### src/hw/hpg_pkg.sv
// Constants for the two-channel host port with fast gate decoder.
// Behaviour
// Port works only while host_port_enable, bit 1 of system_control_reg, is set.
// Channel-one read: command/data low gives out register one, high gives status one.
// Channel-one write loads input register one as data or command.
// Channel-two read: command/data low gives out register two, high gives status two.
// Channel-two write loads input register two as data or command.
// Host never asserts both strobes; with both low nothing is accessed.
// Gate pin is hardware driven only while fast_gate_enable, control bit 0, is set.
// In regular mode software copies data bit 1 after a D1 command.
// Software sets gate_pin_direction before the fast gate drives the pin.
// Fast gate starts with logic 1 from the port data reset value.
// Only channel-one writes to input register one feed the gate decoder.
// Data after D1 sets or clears the gate from bit 1 at write end.
// D1, FF and data after D1 raise no CPU flag; other commands do.
// Other command after D1 cancels and flags; repeated D1 stays armed.
// Full interrupt per channel while input register full and its enable set.
// Port-four bits 3, 4, 5 are request latches, set by read 0 then write 1.
// Host read of out register one clears bits 4 and 5 on read fall.
// Host read of out register two clears bit 3 on read fall.
// CPU writing 0 to a port-four bit clears that request latch.
// Write end latches host data and command/data line into the channel.
// Input full set by host write, cleared by CPU read of the register.
// Output full set by CPU write, cleared at end of host read.
package hpg_pkg;
    // Register byte addresses
    localparam logic [15:0] ADDR_HOST_PORT_CONTROL = 16'hfff0;
    localparam logic [15:0] ADDR_SYSTEM_CONTROL = 16'hffc4;
    localparam logic [15:0] ADDR_IN_ONE = 16'hfff4;
    localparam logic [15:0] ADDR_OUT_ONE = 16'hfff8;
    localparam logic [15:0] ADDR_STATUS_ONE = 16'hfffc;
    localparam logic [15:0] ADDR_IN_TWO = 16'hffe4;
    localparam logic [15:0] ADDR_OUT_TWO = 16'hffe8;
    localparam logic [15:0] ADDR_STATUS_TWO = 16'hffec;
    localparam logic [15:0] ADDR_PORT4_DATA = 16'hffb8;
    localparam logic [15:0] ADDR_PORT8_DATA = 16'hffbc;
    localparam logic [15:0] ADDR_PORT8_DIR = 16'hffc0;
    // Field positions
    localparam int HOST_PORT_ENABLE_BIT = 1;
    localparam int FAST_GATE_ENABLE_BIT = 0;
    localparam int CHAN1_IRQ_ENABLE_BIT = 1;
    localparam int CHAN2_IRQ_ENABLE_BIT = 2;
    localparam int GATE_PIN_BIT = 1;
    localparam int ST_CMD_BIT = 3;
    localparam int ST_IN_FULL_BIT = 1;
    localparam int ST_OUT_FULL_BIT = 0;
    localparam logic [7:0] ST_USER_MASK = 8'hf4;
    localparam int REQ_AUX_BIT = 3;
    localparam int REQ_FIRST_BIT = 4;
    localparam int REQ_SECOND_BIT = 5;
    // Reset values
    localparam logic [7:0] HOST_PORT_CONTROL_RST = 8'h00;
    localparam logic [7:0] SYSTEM_CONTROL_RST = 8'h00;
    localparam logic [7:0] STATUS_RST = 8'h00;
    localparam logic [7:0] DATA_RST = 8'h00;
    localparam logic [7:0] PORT4_RST = 8'h00;
    localparam logic [7:0] PORT8_DATA_RST = 8'h02;
    localparam logic [7:0] PORT8_DIR_RST = 8'h00;
    // Gate decoder commands
    localparam logic [7:0] CMD_GATE = 8'hd1;
    localparam logic [7:0] CMD_NOP = 8'hff;
    // Sampled host pin bundle width
    localparam int PIN_W = 13;
endpackage : hpg_pkg

### src/hw/hpg_sync.sv
// Two-stage synchroniser for the asynchronous host pins.
`timescale 1ns/10ps
`default_nettype none
module hpg_sync
    import hpg_pkg::*;
(
    input wire logic clk,
    input wire logic sys_rst,
    input wire logic [PIN_W-1:0] pin_in,
    output logic [PIN_W-1:0] pin_out
);
    typedef struct packed {
        logic [PIN_W-1:0] s1;
        logic [PIN_W-1:0] s2;
    } hpg_sync_st_t;

    hpg_sync_st_t st_q;
    hpg_sync_st_t st_d;

    // Idle pins read high (strobes and selects inactive)
    always_comb begin
        st_d = st_q;
        st_d.s1 = pin_in;
        st_d.s2 = st_q.s1;
    end

    // State register
    always_ff @(posedge clk) begin
        if (sys_rst) begin
            st_q <= '1;
        end else begin
            st_q <= st_d;
        end
    end

    assign pin_out = st_q.s2;
endmodule : hpg_sync
`default_nettype wire

### src/hw/hpg_gate_dec.sv
// Fast gate command decoder watching channel-one input writes.
`timescale 1ns/10ps
`default_nettype none
module hpg_gate_dec
    import hpg_pkg::*;
(
    input wire logic clk,
    input wire logic sys_rst,
    input wire logic enable,
    input wire logic wr_stb,
    input wire logic wr_cmd,
    input wire logic [7:0] wr_data,
    output logic gate_load,
    output logic gate_val,
    output logic irq_quiet
);
    typedef struct packed {
        logic armed;
    } hpg_gate_st_t;

    hpg_gate_st_t st_q;
    hpg_gate_st_t st_d;

    // Arm on D1, disarm on data or any other command
    always_comb begin
        st_d = st_q;
        gate_load = 1'b0;
        gate_val = wr_data[GATE_PIN_BIT];
        irq_quiet = 1'b0;
        if (!enable) begin
            st_d.armed = 1'b0;
        end else if (wr_stb) begin
            if (wr_cmd) begin
                st_d.armed = (wr_data == CMD_GATE);
                irq_quiet = (wr_data == CMD_GATE) || (wr_data == CMD_NOP);
            end else begin
                st_d.armed = 1'b0;
                gate_load = st_q.armed;
                irq_quiet = st_q.armed;
            end
        end
    end

    // State register
    always_ff @(posedge clk) begin
        if (sys_rst) begin
            st_q <= '0;
        end else begin
            st_q <= st_d;
        end
    end
endmodule : hpg_gate_dec
`default_nettype wire

### src/hw/hpg_top.sv
// Two-channel host port with APB register access and fast gate output.
`timescale 1ns/10ps
`default_nettype none
module hpg_top
    import hpg_pkg::*;
(
    input wire logic clk,
    input wire logic sys_rst,
    input wire logic [15:0] paddr,
    input wire logic psel,
    input wire logic penable,
    input wire logic pwrite,
    input wire logic [31:0] pwdata,
    output logic [31:0] prdata,
    output logic pready,
    output logic pslverr,
    input wire logic chan1_select_n,
    input wire logic chan2_select_n,
    input wire logic host_read_strobe_n,
    input wire logic host_write_strobe_n,
    input wire logic host_cmd_data_line,
    input wire logic [7:0] host_data_in,
    output logic [7:0] host_data_out,
    output logic host_data_oe,
    output logic chan1_full_irq,
    output logic chan2_full_irq,
    output logic host_req_aux,
    output logic host_req_first,
    output logic host_req_second,
    output logic host_req_oe,
    output logic gate_output_pin,
    output logic gate_output_oe
);
    // Synchronised pin bundle layout
    typedef struct packed {
        logic cs1_n;
        logic cs2_n;
        logic rd_n;
        logic wr_n;
        logic ha0;
        logic [7:0] data;
    } hpg_pins_t;

    typedef struct packed {
        hpg_pins_t prev;
        logic [7:0] sys_ctl;
        logic [7:0] hp_ctl;
        logic [7:0] in_one;
        logic [7:0] in_two;
        logic [7:0] out_one;
        logic [7:0] out_two;
        logic [7:0] st_one;
        logic [7:0] st_two;
        logic [7:0] p4;
        logic [2:0] p4_zero;
        logic [7:0] p8;
        logic [7:0] p8_dir;
        logic [31:0] prdata;
        logic pready;
        logic pslverr;
        logic [7:0] hd_out;
        logic hd_oe;
        logic irq1;
        logic irq2;
        logic [2:0] hreq;
        logic hreq_oe;
        logic gate;
        logic gate_oe;
    } hpg_top_st_t;

    hpg_top_st_t st_q;
    hpg_top_st_t st_d;
    hpg_pins_t pins;
    logic [PIN_W-1:0] pins_raw;
    logic dec_load;
    logic dec_val;
    logic dec_quiet;
    logic wr1_stb;
    logic wr1_cmd;

    // Access on one channel: own select low, other select high
    function automatic logic chan_sel(input hpg_pins_t p, input logic two);
        chan_sel = two ? (!p.cs2_n && p.cs1_n) : (!p.cs1_n && p.cs2_n);
    endfunction : chan_sel

    // Address is one of the mapped registers
    function automatic logic addr_ok(input logic [15:0] a);
        addr_ok = (a == ADDR_HOST_PORT_CONTROL) || (a == ADDR_SYSTEM_CONTROL) ||
                  (a == ADDR_IN_ONE) || (a == ADDR_OUT_ONE) || (a == ADDR_STATUS_ONE) ||
                  (a == ADDR_IN_TWO) || (a == ADDR_OUT_TWO) || (a == ADDR_STATUS_TWO) ||
                  (a == ADDR_PORT4_DATA) || (a == ADDR_PORT8_DATA) ||
                  (a == ADDR_PORT8_DIR);
    endfunction : addr_ok

    // Two-flop capture of every host pin
    hpg_sync u_sync (
        .clk(clk),
        .sys_rst(sys_rst),
        .pin_in({chan1_select_n, chan2_select_n, host_read_strobe_n, host_write_strobe_n,
                 host_cmd_data_line, host_data_in}),
        .pin_out(pins_raw)
    );

    assign pins = hpg_pins_t'(pins_raw);

    // Channel-one write seen by the gate decoder only
    assign wr1_stb = st_q.sys_ctl[HOST_PORT_ENABLE_BIT] && !st_q.prev.wr_n && pins.wr_n &&
                     st_q.prev.rd_n && chan_sel(st_q.prev, 1'b0);
    assign wr1_cmd = st_q.prev.ha0;

    hpg_gate_dec u_gate_dec (
        .clk(clk),
        .sys_rst(sys_rst),
        .enable(st_q.hp_ctl[FAST_GATE_ENABLE_BIT]),
        .wr_stb(wr1_stb),
        .wr_cmd(wr1_cmd),
        .wr_data(st_q.prev.data),
        .gate_load(dec_load),
        .gate_val(dec_val),
        .irq_quiet(dec_quiet)
    );

    // Next-state logic: host events, APB access, derived outputs
    always_comb begin
        logic host_port_enable;
        logic wr_end;
        logic rd_fall;
        logic rd_end;
        logic acc;
        logic apb_wr;
        logic apb_rd;
        logic [7:0] wb;
        logic [31:0] rword;
        logic [2:0] req_set;
        logic [2:0] req_clr;
        host_port_enable = st_q.sys_ctl[HOST_PORT_ENABLE_BIT];
        wr_end = 1'b0;
        rd_fall = 1'b0;
        rd_end = 1'b0;
        acc = psel && penable && st_q.pready;
        apb_wr = acc && pwrite && addr_ok(paddr);
        apb_rd = acc && !pwrite && addr_ok(paddr);
        wb = pwdata[7:0];
        rword = 32'h0000_0000;
        req_set = 3'b000;
        req_clr = 3'b000;
        st_d = st_q;
        st_d.prev = pins;

        // Host strobe edges, valid only with one strobe active
        wr_end = host_port_enable && !st_q.prev.wr_n && pins.wr_n && st_q.prev.rd_n;
        rd_end = host_port_enable && !st_q.prev.rd_n && pins.rd_n && st_q.prev.wr_n;
        rd_fall = host_port_enable && st_q.prev.rd_n && !pins.rd_n && pins.wr_n;

        // Host data reads release the output buffer at read end
        if (rd_end && !st_q.prev.ha0 && chan_sel(st_q.prev, 1'b0)) begin
            st_d.st_one[ST_OUT_FULL_BIT] = 1'b0;
        end
        if (rd_end && !st_q.prev.ha0 && chan_sel(st_q.prev, 1'b1)) begin
            st_d.st_two[ST_OUT_FULL_BIT] = 1'b0;
        end

        // Host data read start clears request latches
        if (rd_fall && !pins.ha0 && chan_sel(pins, 1'b0)) begin
            req_clr[1] = 1'b1;
            req_clr[2] = 1'b1;
        end
        if (rd_fall && !pins.ha0 && chan_sel(pins, 1'b1)) begin
            req_clr[0] = 1'b1;
        end

        // Fast gate update from the decoder
        if (dec_load) begin
            st_d.p8[GATE_PIN_BIT] = dec_val;
        end

        // APB reads and their side effects
        if (apb_rd) begin
            unique case (paddr)
                ADDR_IN_ONE: begin
                    st_d.st_one[ST_IN_FULL_BIT] = 1'b0;
                end
                ADDR_IN_TWO: begin
                    st_d.st_two[ST_IN_FULL_BIT] = 1'b0;
                end
                ADDR_PORT4_DATA: begin
                    st_d.p4_zero = st_q.p4_zero |
                        ~{st_q.p4[REQ_SECOND_BIT], st_q.p4[REQ_FIRST_BIT],
                          st_q.p4[REQ_AUX_BIT]};
                end
                default: begin
                end
            endcase
        end

        // Host writes latch data; full set wins over a same-cycle read clear
        if (wr_end && chan_sel(st_q.prev, 1'b0)) begin
            st_d.in_one = st_q.prev.data;
            st_d.st_one[ST_CMD_BIT] = st_q.prev.ha0;
            if (!dec_quiet) begin
                st_d.st_one[ST_IN_FULL_BIT] = 1'b1;
            end
        end
        if (wr_end && chan_sel(st_q.prev, 1'b1)) begin
            st_d.in_two = st_q.prev.data;
            st_d.st_two[ST_CMD_BIT] = st_q.prev.ha0;
            st_d.st_two[ST_IN_FULL_BIT] = 1'b1;
        end

        // APB writes
        if (apb_wr) begin
            unique case (paddr)
                ADDR_HOST_PORT_CONTROL: st_d.hp_ctl = wb;
                ADDR_SYSTEM_CONTROL: st_d.sys_ctl = wb;
                ADDR_OUT_ONE: begin
                    st_d.out_one = wb;
                    st_d.st_one[ST_OUT_FULL_BIT] = 1'b1;
                end
                ADDR_OUT_TWO: begin
                    st_d.out_two = wb;
                    st_d.st_two[ST_OUT_FULL_BIT] = 1'b1;
                end
                ADDR_STATUS_ONE: begin
                    st_d.st_one = (st_d.st_one & ~ST_USER_MASK) | (wb & ST_USER_MASK);
                end
                ADDR_STATUS_TWO: begin
                    st_d.st_two = (st_d.st_two & ~ST_USER_MASK) | (wb & ST_USER_MASK);
                end
                ADDR_PORT4_DATA: begin
                    st_d.p4 = wb;
                    req_set = st_q.p4_zero & {wb[REQ_SECOND_BIT], wb[REQ_FIRST_BIT],
                                              wb[REQ_AUX_BIT]};
                    req_clr = req_clr | ~{wb[REQ_SECOND_BIT], wb[REQ_FIRST_BIT],
                                          wb[REQ_AUX_BIT]};
                    st_d.p4_zero = 3'b000;
                end
                ADDR_PORT8_DATA: begin
                    st_d.p8 = wb;
                    if (dec_load) begin
                        st_d.p8[GATE_PIN_BIT] = dec_val;
                    end
                end
                ADDR_PORT8_DIR: st_d.p8_dir = wb;
                default: begin
                end
            endcase
        end

        // Request latches: a set in the same cycle wins over a clear
        st_d.p4[REQ_AUX_BIT] = req_set[0] ||
            (st_q.p4[REQ_AUX_BIT] && !req_clr[0] && !(apb_wr && paddr == ADDR_PORT4_DATA));
        st_d.p4[REQ_FIRST_BIT] = req_set[1] ||
            (st_q.p4[REQ_FIRST_BIT] && !req_clr[1] && !(apb_wr && paddr == ADDR_PORT4_DATA));
        st_d.p4[REQ_SECOND_BIT] = req_set[2] ||
            (st_q.p4[REQ_SECOND_BIT] && !req_clr[2] && !(apb_wr && paddr == ADDR_PORT4_DATA));

        // Read data mux for the access phase
        unique case (paddr)
            ADDR_HOST_PORT_CONTROL: rword[7:0] = st_q.hp_ctl;
            ADDR_SYSTEM_CONTROL: rword[7:0] = st_q.sys_ctl;
            ADDR_IN_ONE: rword[7:0] = st_q.in_one;
            ADDR_OUT_ONE: rword[7:0] = st_q.out_one;
            ADDR_STATUS_ONE: rword[7:0] = st_q.st_one;
            ADDR_IN_TWO: rword[7:0] = st_q.in_two;
            ADDR_OUT_TWO: rword[7:0] = st_q.out_two;
            ADDR_STATUS_TWO: rword[7:0] = st_q.st_two;
            ADDR_PORT4_DATA: rword[7:0] = st_q.p4;
            ADDR_PORT8_DATA: rword[7:0] = st_q.p8;
            ADDR_PORT8_DIR: rword[7:0] = st_q.p8_dir;
            default: rword = 32'h0000_0000;
        endcase

        // One wait-free access cycle after every setup cycle
        st_d.pready = psel && !penable;
        st_d.pslverr = psel && !penable && !addr_ok(paddr);
        st_d.prdata = (psel && !penable && !pwrite) ? rword : 32'h0000_0000;

        // Host data bus drive while a read is held
        st_d.hd_oe = 1'b0;
        st_d.hd_out = 8'h00;
        if (host_port_enable && !pins.rd_n && pins.wr_n) begin
            if (chan_sel(pins, 1'b0)) begin
                st_d.hd_oe = 1'b1;
                st_d.hd_out = pins.ha0 ? st_q.st_one : st_q.out_one;
            end else if (chan_sel(pins, 1'b1)) begin
                st_d.hd_oe = 1'b1;
                st_d.hd_out = pins.ha0 ? st_q.st_two : st_q.out_two;
            end
        end

        // Interrupts to the on-chip CPU
        st_d.irq1 = host_port_enable && st_d.st_one[ST_IN_FULL_BIT] &&
                    st_q.hp_ctl[CHAN1_IRQ_ENABLE_BIT];
        st_d.irq2 = host_port_enable && st_d.st_two[ST_IN_FULL_BIT] &&
                    st_q.hp_ctl[CHAN2_IRQ_ENABLE_BIT];

        // Host request lines owned by the port in slave mode
        st_d.hreq = {st_d.p4[REQ_SECOND_BIT], st_d.p4[REQ_FIRST_BIT], st_d.p4[REQ_AUX_BIT]};
        st_d.hreq_oe = host_port_enable;

        // Gate pin follows port data; direction bit enables the driver
        st_d.gate = st_d.p8[GATE_PIN_BIT];
        st_d.gate_oe = st_d.p8_dir[GATE_PIN_BIT];
    end

    // State register
    always_ff @(posedge clk) begin
        if (sys_rst) begin
            st_q <= '0;
            st_q.prev <= '1;
            st_q.sys_ctl <= SYSTEM_CONTROL_RST;
            st_q.hp_ctl <= HOST_PORT_CONTROL_RST;
            st_q.in_one <= DATA_RST;
            st_q.in_two <= DATA_RST;
            st_q.out_one <= DATA_RST;
            st_q.out_two <= DATA_RST;
            st_q.st_one <= STATUS_RST;
            st_q.st_two <= STATUS_RST;
            st_q.p4 <= PORT4_RST;
            st_q.p8 <= PORT8_DATA_RST;
            st_q.p8_dir <= PORT8_DIR_RST;
            st_q.gate <= PORT8_DATA_RST[GATE_PIN_BIT];
        end else begin
            st_q <= st_d;
        end
    end

    // Outputs straight from flops
    assign prdata = st_q.prdata;
    assign pready = st_q.pready;
    assign pslverr = st_q.pslverr;
    assign host_data_out = st_q.hd_out;
    assign host_data_oe = st_q.hd_oe;
    assign chan1_full_irq = st_q.irq1;
    assign chan2_full_irq = st_q.irq2;
    assign host_req_aux = st_q.hreq[0];
    assign host_req_first = st_q.hreq[1];
    assign host_req_second = st_q.hreq[2];
    assign host_req_oe = st_q.hreq_oe;
    assign gate_output_pin = st_q.gate;
    assign gate_output_oe = st_q.gate_oe;
endmodule : hpg_top
`default_nettype wire

### config.mk
export PLATFORM = sky130hd
export DESIGN_NAME = hpg_top
export DESIGN_NICKNAME = d
export VERILOG_FILES = /design/src/hw/hpg_pkg.sv /design/src/hw/hpg_sync.sv /design/src/hw/hpg_gate_dec.sv /design/src/hw/hpg_top.sv
export SDC_FILE = /design/constraint.sdc
export NUM_CORES = 1
export LEC_CHECK = 0
export BUFFER_PORTS_ARGS = -buffer_cell sky130_fd_sc_hd__buf_2
export CAP_MARGIN = 25
export CORE_ASPECT_RATIO = 0.5
export CORE_MARGIN = 4
export CORE_UTILIZATION = 60
export DETAILED_ROUTE_END_ITERATION = 6
export PLACE_DENSITY = 0.93
export SLEW_MARGIN = 15
export SYNTH_ARGS = -nofsm -noshare
export SYNTH_HDL_FRONTEND = slang
export SYNTH_HIERARCHICAL = 1
export SYNTH_SLANG_ARGS = --single-unit
### constraint.sdc
create_clock -name clk -period 5 [get_ports clk]
set_clock_uncertainty 0.05 [all_clocks]
set_input_delay 0 -clock clk [delete_from_list [all_inputs] [get_ports clk]]
set_output_delay 0 -clock clk [all_outputs]
set_load 0.05 [all_outputs]
==> results of run 1 <==
sequential cells by signal, indices dropped and copies added, names as in the netlist, 8 cells and up, named ones only:
register / count
u_sync/pin_out: 13
st_q: 95
u_sync/st_d: 13
prdata: 8
host_data_out: 8
cell families after synthesis:
| kind of cell | Yosys count | synth area share |
|---|---|---|
| xor gates and xnor gates | 1 | 0.00132 |
| and+or+nand+nor | 274 | 0.235 |
| adders and majority gates | 3 | 0.00529 |
| buffers and inverters | 85 | 0.0806 |
| other | 1 | 0.000567 |
| AOI/OAI and AO/OA | 120 | 0.122 |
| muxes | 60 | 0.0921 |
| DFF | 153 | 0.463 |
area by class of cell:
cell class                 instances  area (sq um)
inverter                           5          18.8
multi-input combinational        482          3110
clock buffer                      17           425
tap                              140           175
timing repair buffer              96           613
clock inverter                    15           180
fill                             714          2890
sequential                       153          3060
power by group through the flow:
stage,clock (mW),sequential (mW),combinational [mW]
CTS,1.32,1.24,0.139
global placement,0,1.27,0.122
detailed placement,0,1.27,0.124
finish,1.32,1.24,0.142
floorplan,0,1.26,0.109
global route,1.38,1.24,0.150
placed cells by master (no fill, tap or decap), types with 3 or more instances in the layout:
cell	Yosys	final
sky130_fd_sc_hd__nand2b_1	6	6
sky130_fd_sc_hd__nand2_1	79	79
sky130_fd_sc_hd__nor4_1	4	4
sky130_fd_sc_hd__dfxtp_1	153	153
sky130_fd_sc_hd__nor3_1	9	8
sky130_fd_sc_hd__or2_1	27	27
sky130_fd_sc_hd__buf_4	45	5
sky130_fd_sc_hd__nor4_2	6	6
sky130_fd_sc_hd__clkbuf_16	0	17
sky130_fd_sc_hd__nand4_1	4	4
sky130_fd_sc_hd__a211oi_1	4	4
sky130_fd_sc_hd__inv_8	0	4
sky130_fd_sc_hd__mux2_2	7	7
sky130_fd_sc_hd__and2_1	7	7
sky130_fd_sc_hd__a222oi_1	5	5
sky130_fd_sc_hd__inv_6	0	6
sky130_fd_sc_hd__a22oi_1	9	9
sky130_fd_sc_hd__a22o_1	12	12
sky130_fd_sc_hd__buf_2	12	67
sky130_fd_sc_hd__o21a_1	3	3
sky130_fd_sc_hd__dlygate4sd3_1	0	24
sky130_fd_sc_hd__mux2i_1	53	53
sky130_fd_sc_hd__nand3b_1	4	4
sky130_fd_sc_hd__a21oi_1	54	54
sky130_fd_sc_hd__or2_2	13	13
sky130_fd_sc_hd__inv_1	5	5
sky130_fd_sc_hd__nor2_1	71	71
sky130_fd_sc_hd__a31oi_1	8	8
sky130_fd_sc_hd__conb_1	1	24
sky130_fd_sc_hd__nor4_4	7	7
sky130_fd_sc_hd__nand3_1	13	13
sky130_fd_sc_hd__a221oi_1	12	12
critical path, delay by kind of cell:
| kind | cells | cell delay [ns] |
|---|---|---|
| muxes | 1 | 0.26 |
| buffers and inverters | 2 | 0.70 |
| and+or+nand+nor | 4 | 1.85 |
repair_timing:
| action | 4_1_cts | 5_1_grt |
|---|---|---|
| resized for setup | 0 | 0 |
| hold buffers | 24 | 0 |
| hold endpoints to repair | 81 | 0 |
per-stage QoR:
step,std cells,util
2_1_floorplan,720,-
3_3_place_gp,852,0.644
3_5_place_dp,852,0.644
4_1_cts,908,0.724
5_1_grt,908,0.724
6_report,908,0.724
metal layers:
metal | vias to the layer above | global-route usage | share of wire
li1 | 2516 | - | -
met1 | 2583 | 0.337 | 0.39
met2 | 369 | 0.440 | 0.44
met3 | 67 | 0.0921 | 0.13
met4 | 0 | 0.144 | 0.038
met5 | - | 0 | 0
path summary, 6_finish.rpt:
kind                        to
min reg2reg  u_sync/pin_out[0]
max reg2reg          st_q[134]
min                   st_q[82]
max                   st_q[59]
==> metrics.txt, run 1 <==
# TYPE chip_impl_metric gauge
chip_impl_metric{name="synth-seq-area-share",unit=""} 0.463
chip_impl_metric{name="via_count",unit=""} 5535
chip_impl_metric{name="grt_first_pass_wirelength",unit="um"} 27100
chip_impl_metric{name="design_area",unit="sq um"} 7590
chip_impl_metric{name="synthesis.area",unit="sq um"} 6620
chip_impl_info{name="post-synth-top-count-cell",value="sky130_fd_sc_hd__dfxtp_1"} 1
chip_impl_metric{name="die_width",unit="um"} 157
chip_impl_metric{name="clock_insertion_delay_worst_skew",unit="ns"} 0.43
chip_impl_metric{name="synthToLayoutAreaGrowth",unit="%"} 14.7
chip_impl_metric{name="post_synth_top_area_share",unit=""} 0.463
chip_impl_metric{name="drt-wirelength-per-cell",unit="um"} 19.2
chip_impl_metric{name="post_detailed_placement_half_perimeter_wirelength",unit="um"} 11400
chip_impl_metric{name="fin_worst_hold_slack",unit="ns"} 0.0111
chip_impl_metric{name="post-route-min-period",unit="ns"} 2.58
chip_impl_metric{name="cts.repair_timing.setup_buffer_count",unit=""} 0
chip_impl_metric{name="die_area",unit="sq um"} 12900
chip_impl_metric{name="worst-endpoint-arrival",unit="ns"} 2.81
chip_impl_info{name="regToRegStartpoint",value="pready"} 1
chip_impl_metric{name="critPathRequiredTime",unit="ns"} 5.24
chip_impl_info{name="cts_tree",value="done"} 1
chip_impl_info{name="worstSetupPathType",value="input port to register"} 1
chip_impl_metric{name="drc_errors",unit=""} 0
chip_impl_metric{name="synth_warnings",unit=""} 6
chip_impl_metric{name="cts.sinks",unit=""} 153
chip_impl_info{name="crit_path_start",value="paddr[7]"} 1
chip_impl_info{name="critical_path.endpoint_type",value="register"} 1
chip_impl_metric{name="report.final.hold_viol_count",unit=""} 0
chip_impl_info{name="crit_path_start_kind",value="input port"} 1
chip_impl_metric{name="nets",unit=""} 823
chip_impl_metric{name="synth_edf_count",unit=""} 0
chip_impl_metric{name="power.share.sequential",unit=""} 0.459
chip_impl_metric{name="postSynthRegisterBits",unit=""} 153
chip_impl_metric{name="fp.coreArea",unit="sq um"} 10500
chip_impl_metric{name="power.density",unit="nW/um^2"} 356
chip_impl_metric{name="clock_h_tree_levels",unit=""} 4
chip_impl_info{name="worst_hold_path_type",value="input port to register"} 1
chip_impl_info{name="synth.area.top_cells",value="sky130_fd_sc_hd__dfxtp_1 (46%), sky130_fd_sc_hd__mux2i_1 (8.0%), sky130_fd_sc_hd__buf_4 (5.1%)"} 1
chip_impl_metric{name="fraction_of_final_layout_cells_sized_beyond_drive_strength_1",unit=""} 0.193
chip_impl_metric{name="drv.max_cap_violation_count",unit=""} 0
chip_impl_metric{name="finalPower",unit="mW"} 2.70
chip_impl_metric{name="floorplan.io_pins",unit=""} 117
chip_impl_metric{name="report.final.slew_viol_count",unit=""} 0
chip_impl_metric{name="gp_routability_congestion",unit=""} 0.967
chip_impl_metric{name="synthesis.instances",unit=""} 697
chip_impl_metric{name="antenna_found_initial",unit=""} 0
chip_impl_info{name="setup_repair_after_global_routing_missed_its_margin",value="no"} 1
chip_impl_metric{name="syn_area_per_cell",unit="sq um"} 9.49
chip_impl_metric{name="count_of_port_buffers_added_during_placement",unit=""} 68
chip_impl_metric{name="grt_util_all_layers",unit=""} 0.276
chip_impl_metric{name="routed_via_density",unit=""} 6.10
chip_impl_metric{name="tritoncts.num_buffers",unit=""} 17
chip_impl_metric{name="final_critical_path_setup_slack",unit="ns"} 2.42
chip_impl_info{name="outcome",value="completed"} 1
chip_impl_info{name="cts_root_buf",value="sky130_fd_sc_hd__clkbuf_16"} 1
chip_impl_metric{name="max-vdd-ir-drop",unit="V"} 0.000272
chip_impl_metric{name="holdPathStages",unit=""} 2
chip_impl_metric{name="clockBufferDepth",unit=""} 2
chip_impl_metric{name="grt_pass1_vias",unit=""} 5286
chip_impl_metric{name="leakagePower",unit="nW"} 2.82
chip_impl_metric{name="start_util",unit=""} 0.632
chip_impl_metric{name="firstDrtPassIters",unit=""} 6
chip_impl_metric{name="place_worst_setup_slack",unit="ns"} 2.18
chip_impl_metric{name="asyncSetResetFlopFracSynth",unit=""} 0
chip_impl_metric{name="power.share.switching",unit=""} 0.247
chip_impl_metric{name="clkSlewWorstSetupHoldPaths",unit="ns"} 0.07
chip_impl_metric{name="achievable-frequency",unit="MHz"} 388
chip_impl_metric{name="internal_power",unit="mW"} 2.03
chip_impl_info{name="synth.largest_area_cell",value="sky130_fd_sc_hd__dfxtp_1"} 1
chip_impl_metric{name="critPathMaxFanout",unit=""} 8
chip_impl_metric{name="period_share",unit=""} 0.515
chip_impl_info{name="timing.critical_path.slowest_stage_cell",value="sky130_fd_sc_hd__nor4_1"} 1
chip_impl_info{name="worstPathCellList",value="dlygate4sd3_1 -> buf_2 -> nand4b_2 -> nor4_1 -> and2_1 -> mux2i_1 -> nor2_1"} 1
chip_impl_info{name="synthFlopType",value="sky130_fd_sc_hd__dfxtp_1"} 1
chip_impl_metric{name="combinational_group_share_of_total_power",unit=""} 0.053
chip_impl_metric{name="yosys.cell_types.count",unit=""} 64
chip_impl_metric{name="maxSlewHeadroom",unit=""} 0.286
chip_impl_metric{name="p_switching",unit="mW"} 0.666
chip_impl_metric{name="dpl-instance-area",unit="sq um"} 6740
chip_impl_metric{name="finalWirelength",unit="um"} 17400
chip_impl_metric{name="worstRegToRegCells",unit=""} 5
chip_impl_metric{name="antennaDiodeCount",unit=""} 0
chip_impl_metric{name="grt_remaining_overflow",unit=""} 0
chip_impl_metric{name="worst_slew_pin_slew",unit="ns"} 1.06
chip_impl_metric{name="setup.reg_to_reg.worst_slack",unit="ns"} 2.52
chip_impl_metric{name="die_h",unit="um"} 82.3
chip_impl_metric{name="clock_power_share",unit=""} 0.488
chip_impl_info{name="synth_commonest_cells",value="sky130_fd_sc_hd__dfxtp_1 (153), sky130_fd_sc_hd__nand2_1 (79), sky130_fd_sc_hd__nor2_1 (71)"} 1
chip_impl_metric{name="setup-tns-final",unit="ns"} 0
chip_impl_metric{name="grt_start_max_net_pins",unit=""} 73
chip_impl_metric{name="finalSetupViolCount",unit=""} 0
chip_impl_info{name="beginning_of_the_worst_hold_path",value="sys_rst"} 1
chip_impl_metric{name="rows",unit=""} 26
chip_impl_metric{name="timing.critical_path.slowest_cell_delay",unit="ns"} 0.94
chip_impl_metric{name="dr.first_iter.drc_count",unit=""} 627
chip_impl_metric{name="final_antenna_net_count",unit=""} 0
Note: power is estimated with default switching activity, not from simulation.
==> inputs of run 2 (changes only) <==
--- a/config.mk
+++ b/config.mk
@@ -9,9 +9,9 @@
 export CAP_MARGIN = 25
 export CORE_ASPECT_RATIO = 0.5
 export CORE_MARGIN = 4
-export CORE_UTILIZATION = 60
+export CORE_UTILIZATION = 56
 export DETAILED_ROUTE_END_ITERATION = 6
-export PLACE_DENSITY = 0.93
+export PLACE_DENSITY = 0.88
 export SLEW_MARGIN = 15
 export SYNTH_ARGS = -nofsm -noshare
 export SYNTH_HDL_FRONTEND = slang
==> constraint.sdc (replaced) <==
create_clock -name clk -period 2.6 [get_ports clk]
set_clock_uncertainty 0.05 [all_clocks]
set_input_delay 0 -clock clk [delete_from_list [all_inputs] [get_ports clk]]
set_output_delay 0 -clock clk [all_outputs]
set_load 0.05 [all_outputs]
==> run 2 against run 1 <==
Against the previous run:
- worst setup slack lost 2.0 ns
- sequential cell count did not move
- critical path depth down 2
- critical endpoint is now st_q[61]
- largest power group is now registers
==> metrics.txt, run 2 (synthesized netlist as in run 1, its figures left out) <==
# TYPE chip_impl_metric gauge
chip_impl_metric{name="cts.sinks",unit=""} 153
chip_impl_metric{name="final_critical_path_setup_slack",unit="ns"} 0.442
chip_impl_metric{name="finalWirelength",unit="um"} 17900
chip_impl_info{name="timing.critical_path.slowest_stage_cell",value="sky130_fd_sc_hd__and2_1"} 1
chip_impl_metric{name="routed_via_density",unit=""} 5.97
chip_impl_metric{name="worstRegToRegCells",unit=""} 5
chip_impl_metric{name="start_util",unit=""} 0.588
chip_impl_metric{name="achievable-frequency",unit="MHz"} 463
chip_impl_metric{name="tritoncts.num_buffers",unit=""} 17
chip_impl_metric{name="leakagePower",unit="nW"} 2.88
chip_impl_metric{name="setup.reg_to_reg.worst_slack",unit="ns"} 0.44
chip_impl_metric{name="max-vdd-ir-drop",unit="V"} 0.000416
chip_impl_metric{name="drc_errors",unit=""} 0
chip_impl_metric{name="clkSlewWorstSetupHoldPaths",unit="ns"} 0.06
chip_impl_metric{name="holdPathStages",unit=""} 4
chip_impl_metric{name="grt_remaining_overflow",unit=""} 0
chip_impl_metric{name="final_antenna_net_count",unit=""} 0
chip_impl_info{name="beginning_of_the_worst_hold_path",value="paddr[7]"} 1
chip_impl_metric{name="critPathMaxFanout",unit=""} 10
chip_impl_info{name="crit_path_start_kind",value="register"} 1
chip_impl_info{name="outcome",value="completed"} 1
chip_impl_info{name="whs_endpoint",value="pslverr"} 1
chip_impl_metric{name="antennaDiodeCount",unit=""} 0
chip_impl_metric{name="fin_worst_hold_slack",unit="ns"} 0.0103
chip_impl_metric{name="rows",unit=""} 27
chip_impl_info{name="setup_repair_after_global_routing_missed_its_margin",value="no"} 1
chip_impl_info{name="rr_endpoint",value="st_q[61]"} 1
chip_impl_metric{name="clock_insertion_delay_worst_skew",unit="ns"} 0.43
chip_impl_metric{name="drv.max_cap_violation_count",unit=""} 0
chip_impl_metric{name="maxSlewHeadroom",unit=""} 0.330
chip_impl_metric{name="die_width",unit="um"} 162
chip_impl_metric{name="synthToLayoutAreaGrowth",unit="%"} 16.6
chip_impl_metric{name="report.final.slew_viol_count",unit=""} 0
chip_impl_metric{name="period_share",unit=""} 0.830
chip_impl_info{name="worstSetupPathType",value="register to register"} 1
chip_impl_metric{name="cts.repair.resized",unit=""} 0
chip_impl_metric{name="antenna_found_initial",unit=""} 0
chip_impl_metric{name="grt_pass1_vias",unit=""} 5356
chip_impl_metric{name="setup-tns-final",unit="ns"} 0
chip_impl_metric{name="cp.buffers_inverters",unit=""} 0
chip_impl_metric{name="post-route-min-period",unit="ns"} 2.16
chip_impl_metric{name="worst-endpoint-arrival",unit="ns"} 2.39
chip_impl_metric{name="number_of_flip_flops_in_the_largest_register",unit=""} 95
chip_impl_metric{name="dr.first_iter.drc_count",unit=""} 686
chip_impl_info{name="regToRegStartpoint",value="pready"} 1
chip_impl_metric{name="nets",unit=""} 843
chip_impl_metric{name="clockBufferDepth",unit=""} 2
chip_impl_metric{name="gp_routability_congestion",unit=""} 0.968
chip_impl_metric{name="die_h",unit="um"} 84.9
chip_impl_metric{name="drt-wirelength-per-cell",unit="um"} 18.9
chip_impl_metric{name="die_area",unit="sq um"} 13700
chip_impl_metric{name="power.density",unit="nW/um^2"} 646
chip_impl_info{name="worst_path_dominant_cell_family",value="simple AND/OR/NAND/NOR gates"} 1
chip_impl_metric{name="clock_h_tree_levels",unit=""} 4
chip_impl_info{name="registers.top_by_ff_count",value="st_q"} 1
chip_impl_metric{name="worst_slew_pin_slew",unit="ns"} 1.00
chip_impl_metric{name="fp.coreArea",unit="sq um"} 11200
chip_impl_metric{name="grt_util_all_layers",unit=""} 0.262
chip_impl_metric{name="place_worst_setup_slack",unit="ns"} 0.386
chip_impl_info{name="cts_root_buf",value="sky130_fd_sc_hd__clkbuf_16"} 1
chip_impl_metric{name="via_count",unit=""} 5655
chip_impl_metric{name="finalCoreUtilization",unit=""} 0.686
chip_impl_metric{name="timing.critical_path.slowest_cell_delay",unit="ns"} 0.52
chip_impl_info{name="cts_tree",value="done"} 1
chip_impl_info{name="cpMostUsedCell",value="sky130_fd_sc_hd__and2_1"} 1
chip_impl_metric{name="grt_start_max_net_pins",unit=""} 112
chip_impl_info{name="worst_hold_path_type",value="input port to register"} 1
chip_impl_metric{name="finalSetupViolCount",unit=""} 0
chip_impl_metric{name="count_of_port_buffers_added_during_placement",unit=""} 68
chip_impl_metric{name="firstDrtPassIters",unit=""} 5
chip_impl_metric{name="grt_first_pass_wirelength",unit="um"} 28200
chip_impl_info{name="layout.cells.most_common",value="sky130_fd_sc_hd__dfxtp_1"} 1
chip_impl_metric{name="critPathRequiredTime",unit="ns"} 2.83
chip_impl_metric{name="fraction_of_final_layout_cells_sized_beyond_drive_strength_1",unit=""} 0.212
chip_impl_metric{name="report.final.hold_viol_count",unit=""} 0
chip_impl_info{name="worstPathCellList",value="and3_1 -> and2_1 -> and2_1 -> mux2i_1 -> nor2_1"} 1
chip_impl_metric{name="post_detailed_placement_half_perimeter_wirelength",unit="um"} 12100
chip_impl_info{name="critical_path.endpoint_type",value="register"} 1
chip_impl_metric{name="floorplan.io_pins",unit=""} 117
chip_impl_info{name="most-common-layout-cells",value="sky130_fd_sc_hd__dfxtp_1 (153), sky130_fd_sc_hd__nand2_1 (79), sky130_fd_sc_hd__nor2_1 (71)"} 1
chip_impl_metric{name="critical_path_depth",unit=""} 5
chip_impl_metric{name="nFillCells",unit=""} 840
-- run 2: cell count changes in the layout (fill, tap and decap cells not counted), sizes merged --
cell / change
inv: -6
clkbuf: +4
bufinv: -2
clkinvlp: +5
buf: +20
clkinv: -1
-- run 2: through the flow --
| stage | instances | area (sq um) | power (mW) |
|---|---|---|---|
| 6_report | 947 | 7710 | 4.98 |
| 5_1_grt | 947 | 7710 | 5.13 |
| 4_1_cts | 947 | 7710 | 4.99 |
| 3_5_place_dp | 891 | 6920 | 2.68 |
| 3_3_place_gp | 891 | 6920 | 2.67 |
| 2_1_floorplan | 720 | 6700 | 2.64 |
-- run 2: final cells by class --
| type | instances | area [sq um] | area share |
|---|---|---|---|
| well taps | 159 | 199 | 0.0258 |
| multi-input cells | 482 | 3110 | 0.403 |
| repair buffers | 116 | 763 | 0.0989 |
| clock inverters | 11 | 88.8 | 0.0115 |
| flip-flops and latches | 153 | 3060 | 0.397 |
| inverters | 5 | 18.8 | 0.00243 |
| clock buffers | 21 | 470 | 0.0610 |
-- run 2: worst max path at each step --
stage	slack, ns	from	endpoint
after global routing	0.30	pready	st_q[59]
after CTS	0.49	pready	st_q[61]
final	0.44	pready	st_q[61]
after global placement	0.47	paddr[2]	st_q[74]
after detailed placement	0.39	paddr[2]	st_q[74]
after floorplan	0.48	pready	st_q[88]
-- run 2: routing by layer --
| layer | global-route usage | vias to the layer above | routed length, um |
|---|---|---|---|
| li1 | - | 2555 | - |
| met1 | 0.332 | 2605 | 7090 |
| met2 | 0.412 | 415 | 7830 |
| met3 | 0.0864 | 80 | 2320 |
| met4 | 0.116 | 0 | 656 |
| met5 | 0 | - | 0 |
-- run 2: worst register-to-register path: stages (launching register included) --
cell and delay [ns]:
sky130_fd_sc_hd__dfxtp_1 0.32, sky130_fd_sc_hd__and3_1 0.38, sky130_fd_sc_hd__and2_1 0.42, sky130_fd_sc_hd__and2_1 0.52, sky130_fd_sc_hd__mux2i_1 0.28, sky130_fd_sc_hd__nor2_1 0.05
-- run 2: power by group --
part           internal (mW)  total (mW)  switching, mW
combinational         0.0840       0.277          0.193
clock                   1.31        2.32           1.01
sequential              2.37        2.38         0.0151
-- run 2: timing repair --
action,in CTS,in global routing
buffers inserted,0,0
hold buffers,24,0
endpoints found under the hold margin,84,0
==> inputs of run 3 (changes only) <==
==> constraint.sdc (replaced) <==
create_clock -name clk -period 2.05 [get_ports clk]
set_clock_uncertainty 0.05 [all_clocks]
set_input_delay 0 -clock clk [delete_from_list [all_inputs] [get_ports clk]]
set_output_delay 0 -clock clk [all_outputs]
set_load 0.05 [all_outputs]
==> run 3 against run 2 <==
Against the previous run:
- worst hold slack improved by 0.033 ns
- clock power is 39% higher
- cell count is 2.4% higher
- first-iteration DRC count increased by 15%
- worst setup slack worse by 0.31 ns
- combinational power increased by 32%
- count of clock-buffer cells in the layout is 4 lower
- utilization rose by 2.2 points
- sequential share of layout area is 1.2 points lower
- die area is the same
- global-route usage decreased by 0.25 points
- critical path depth is 1 higher
==> metrics.txt, run 3 (synthesized netlist as in run 1, its figures left out) <==
# TYPE chip_impl_metric gauge
chip_impl_metric{name="via_count",unit=""} 5700
chip_impl_info{name="regToRegStartpoint",value="pready"} 1
chip_impl_metric{name="synthToLayoutAreaGrowth",unit="%"} 20.4
chip_impl_metric{name="final_critical_path_setup_slack",unit="ns"} 0.135
chip_impl_metric{name="layout.area.seq",unit="sq um"} 3060
chip_impl_metric{name="worst-endpoint-arrival",unit="ns"} 2.18
chip_impl_metric{name="maxSlewHeadroom",unit=""} 0.559
chip_impl_metric{name="max-vdd-ir-drop",unit="V"} 0.000607
chip_impl_metric{name="count_of_port_buffers_added_during_placement",unit=""} 68
chip_impl_metric{name="report.final.slew_viol_count",unit=""} 0
chip_impl_metric{name="drt-wirelength-per-cell",unit="um"} 18.4
chip_impl_info{name="crit_end",value="prdata[5]"} 1
chip_impl_info{name="crit_path_start_kind",value="input port"} 1
chip_impl_info{name="crit_path_start",value="sys_rst"} 1
chip_impl_metric{name="finalWirelength",unit="um"} 17900
chip_impl_info{name="worst_hold_path_type",value="input port to register"} 1
chip_impl_metric{name="clock_insertion_delay_worst_skew",unit="ns"} 0.43
chip_impl_metric{name="leakagePower",unit="nW"} 3.05
chip_impl_metric{name="post_detailed_placement_half_perimeter_wirelength",unit="um"} 12200
chip_impl_metric{name="power.density",unit="nW/um^2"} 829
chip_impl_metric{name="gp_routability_congestion",unit=""} 1.02
chip_impl_metric{name="start_util",unit=""} 0.588
chip_impl_metric{name="period_share",unit=""} 0.934
chip_impl_metric{name="setup-tns-final",unit="ns"} 0
chip_impl_metric{name="die_h",unit="um"} 84.9
chip_impl_metric{name="setup.reg_to_reg.worst_slack",unit="ns"} 0.15
chip_impl_metric{name="clkSlewWorstSetupHoldPaths",unit="ns"} 0.07
chip_impl_metric{name="antennaDiodeCount",unit=""} 0
chip_impl_metric{name="worstRegToRegCells",unit=""} 6
chip_impl_metric{name="clockBufferDepth",unit=""} 2
chip_impl_metric{name="final_antenna_net_count",unit=""} 0
chip_impl_metric{name="drv.max_cap_violation_count",unit=""} 0
chip_impl_metric{name="antenna_found_initial",unit=""} 0
chip_impl_metric{name="grt_pass1_vias",unit=""} 5357
chip_impl_metric{name="fp.coreArea",unit="sq um"} 11200
chip_impl_info{name="rr_endpoint",value="st_q[95]"} 1
chip_impl_info{name="beginning_of_the_worst_hold_path",value="paddr[5]"} 1
chip_impl_info{name="cts_root_buf",value="sky130_fd_sc_hd__clkbuf_16"} 1
chip_impl_metric{name="multi_input_comb_area",unit="sq um"} 3120
chip_impl_metric{name="nFillCells",unit=""} 802
chip_impl_metric{name="fin_worst_hold_slack",unit="ns"} 0.0432
chip_impl_metric{name="worst_slew_pin_slew",unit="ns"} 0.652
chip_impl_metric{name="routed_via_density",unit=""} 5.88
chip_impl_metric{name="fraction_of_final_layout_cells_sized_beyond_drive_strength_1",unit=""} 0.237
chip_impl_metric{name="critPathMaxFanout",unit=""} 8
chip_impl_metric{name="nets",unit=""} 866
chip_impl_info{name="most-common-layout-cells",value="sky130_fd_sc_hd__dfxtp_1 (152), sky130_fd_sc_hd__nand2_1 (79), sky130_fd_sc_hd__nor2_1 (71)"} 1
chip_impl_metric{name="achievable-frequency",unit="MHz"} 522
chip_impl_metric{name="die_area",unit="sq um"} 13700
chip_impl_metric{name="place_worst_setup_slack",unit="ns"} 0.00554
chip_impl_metric{name="clock_h_tree_levels",unit=""} 4
chip_impl_metric{name="report.final.hold_viol_count",unit=""} 0
chip_impl_metric{name="cts.sinks",unit=""} 153
chip_impl_metric{name="finalSetupViolCount",unit=""} 0
chip_impl_metric{name="tritoncts.num_buffers",unit=""} 17
chip_impl_metric{name="post-route-min-period",unit="ns"} 1.91
chip_impl_info{name="cts_tree",value="done"} 1
chip_impl_metric{name="grt_first_pass_wirelength",unit="um"} 28200
chip_impl_metric{name="grt_start_max_net_pins",unit=""} 74
chip_impl_info{name="critical_path.endpoint_type",value="register"} 1
chip_impl_info{name="registers.top_by_ff_count",value="st_q"} 1
chip_impl_metric{name="number_of_flip_flops_in_the_largest_register",unit=""} 95
chip_impl_metric{name="firstDrtPassIters",unit=""} 5
chip_impl_metric{name="critPathRequiredTime",unit="ns"} 2.31
chip_impl_metric{name="rows",unit=""} 27
chip_impl_info{name="setup_repair_after_global_routing_missed_its_margin",value="no"} 1
chip_impl_metric{name="die_width",unit="um"} 162
chip_impl_metric{name="grt_util_all_layers",unit=""} 0.259
chip_impl_info{name="outcome",value="completed"} 1
chip_impl_info{name="layout.cells.most_common",value="sky130_fd_sc_hd__dfxtp_1"} 1
chip_impl_metric{name="dr.first_iter.drc_count",unit=""} 791
chip_impl_info{name="worstSetupPathType",value="input port to register"} 1
chip_impl_metric{name="grt_remaining_overflow",unit=""} 0
chip_impl_metric{name="floorplan.io_pins",unit=""} 117
chip_impl_metric{name="drc_errors",unit=""} 0
[run 3: worst max-delay path, cell delays in order]
cell	delay [ns]
sky130_fd_sc_hd__dlygate4sd3_1	0.54
sky130_fd_sc_hd__buf_4	0.17
sky130_fd_sc_hd__or3b_2	0.46
sky130_fd_sc_hd__or3_1	0.31
sky130_fd_sc_hd__a41o_1	0.35
sky130_fd_sc_hd__a31oi_1	0.33
[run 3: worst min path at each step]
stage	end	cells past startpoint	slack (ns)
2_1_floorplan	u_gate_dec/st_q	1	0.02
3_3_place_gp	u_sync/st_d[12]	2	0.13
3_5_place_dp	u_sync/st_d[1]	2	0.13
4_1_cts	register	3	0.01
5_1_grt	pslverr	4	0.07
6_report	pslverr	4	0.04
[run 3: timing repair]
| item | 4_1_cts | 5_1_grt |
|---|---|---|
| buffers inserted | 0 | 0 |
| setup endpoints to repair | 0 | 1 |
| gates resized for setup | 0 | 1 |
| hold buffers | 25 | 0 |
| hold endpoints to repair | 82 | 0 |
[run 3: cell type report]
type	instances	area share
tap	159	0.0250
inverter	5	0.00236
sequential	153	0.385
clock buffer	17	0.0534
clock inverter	15	0.0223
multi-input combinational	482	0.391
timing repair buffer	139	0.121
[run 3: power breakdown]
group	switching, mW	internal, mW
logic	0.253	0.114
clock network	1.38	1.85
registers	0.0131	3.00
[run 3: metal layers]
metal / up-vias / part of all wire / global-route usage
met2: 379 / 0.44 / 0.410
met1: 2662 / 0.39 / 0.342
met3: 66 / 0.13 / 0.0771
li1: 2593 / - / -
met5: - / 0 / 0
met4: 0 / 0.032 / 0.0921
[run 3: per-stage QoR]
stage / instance area [sq um] / power (mW) / util / instances
final: 7970 / 6.61 / 0.708 / 970
after global placement: 7110 / 3.40 / 0.632 / 913
after CTS: 7960 / 6.62 / 0.708 / 970
after global routing: 7970 / 6.77 / 0.708 / 970
after detailed placement: 7110 / 3.41 / 0.632 / 913
after floorplan: 6700 / 3.35 / - / 720
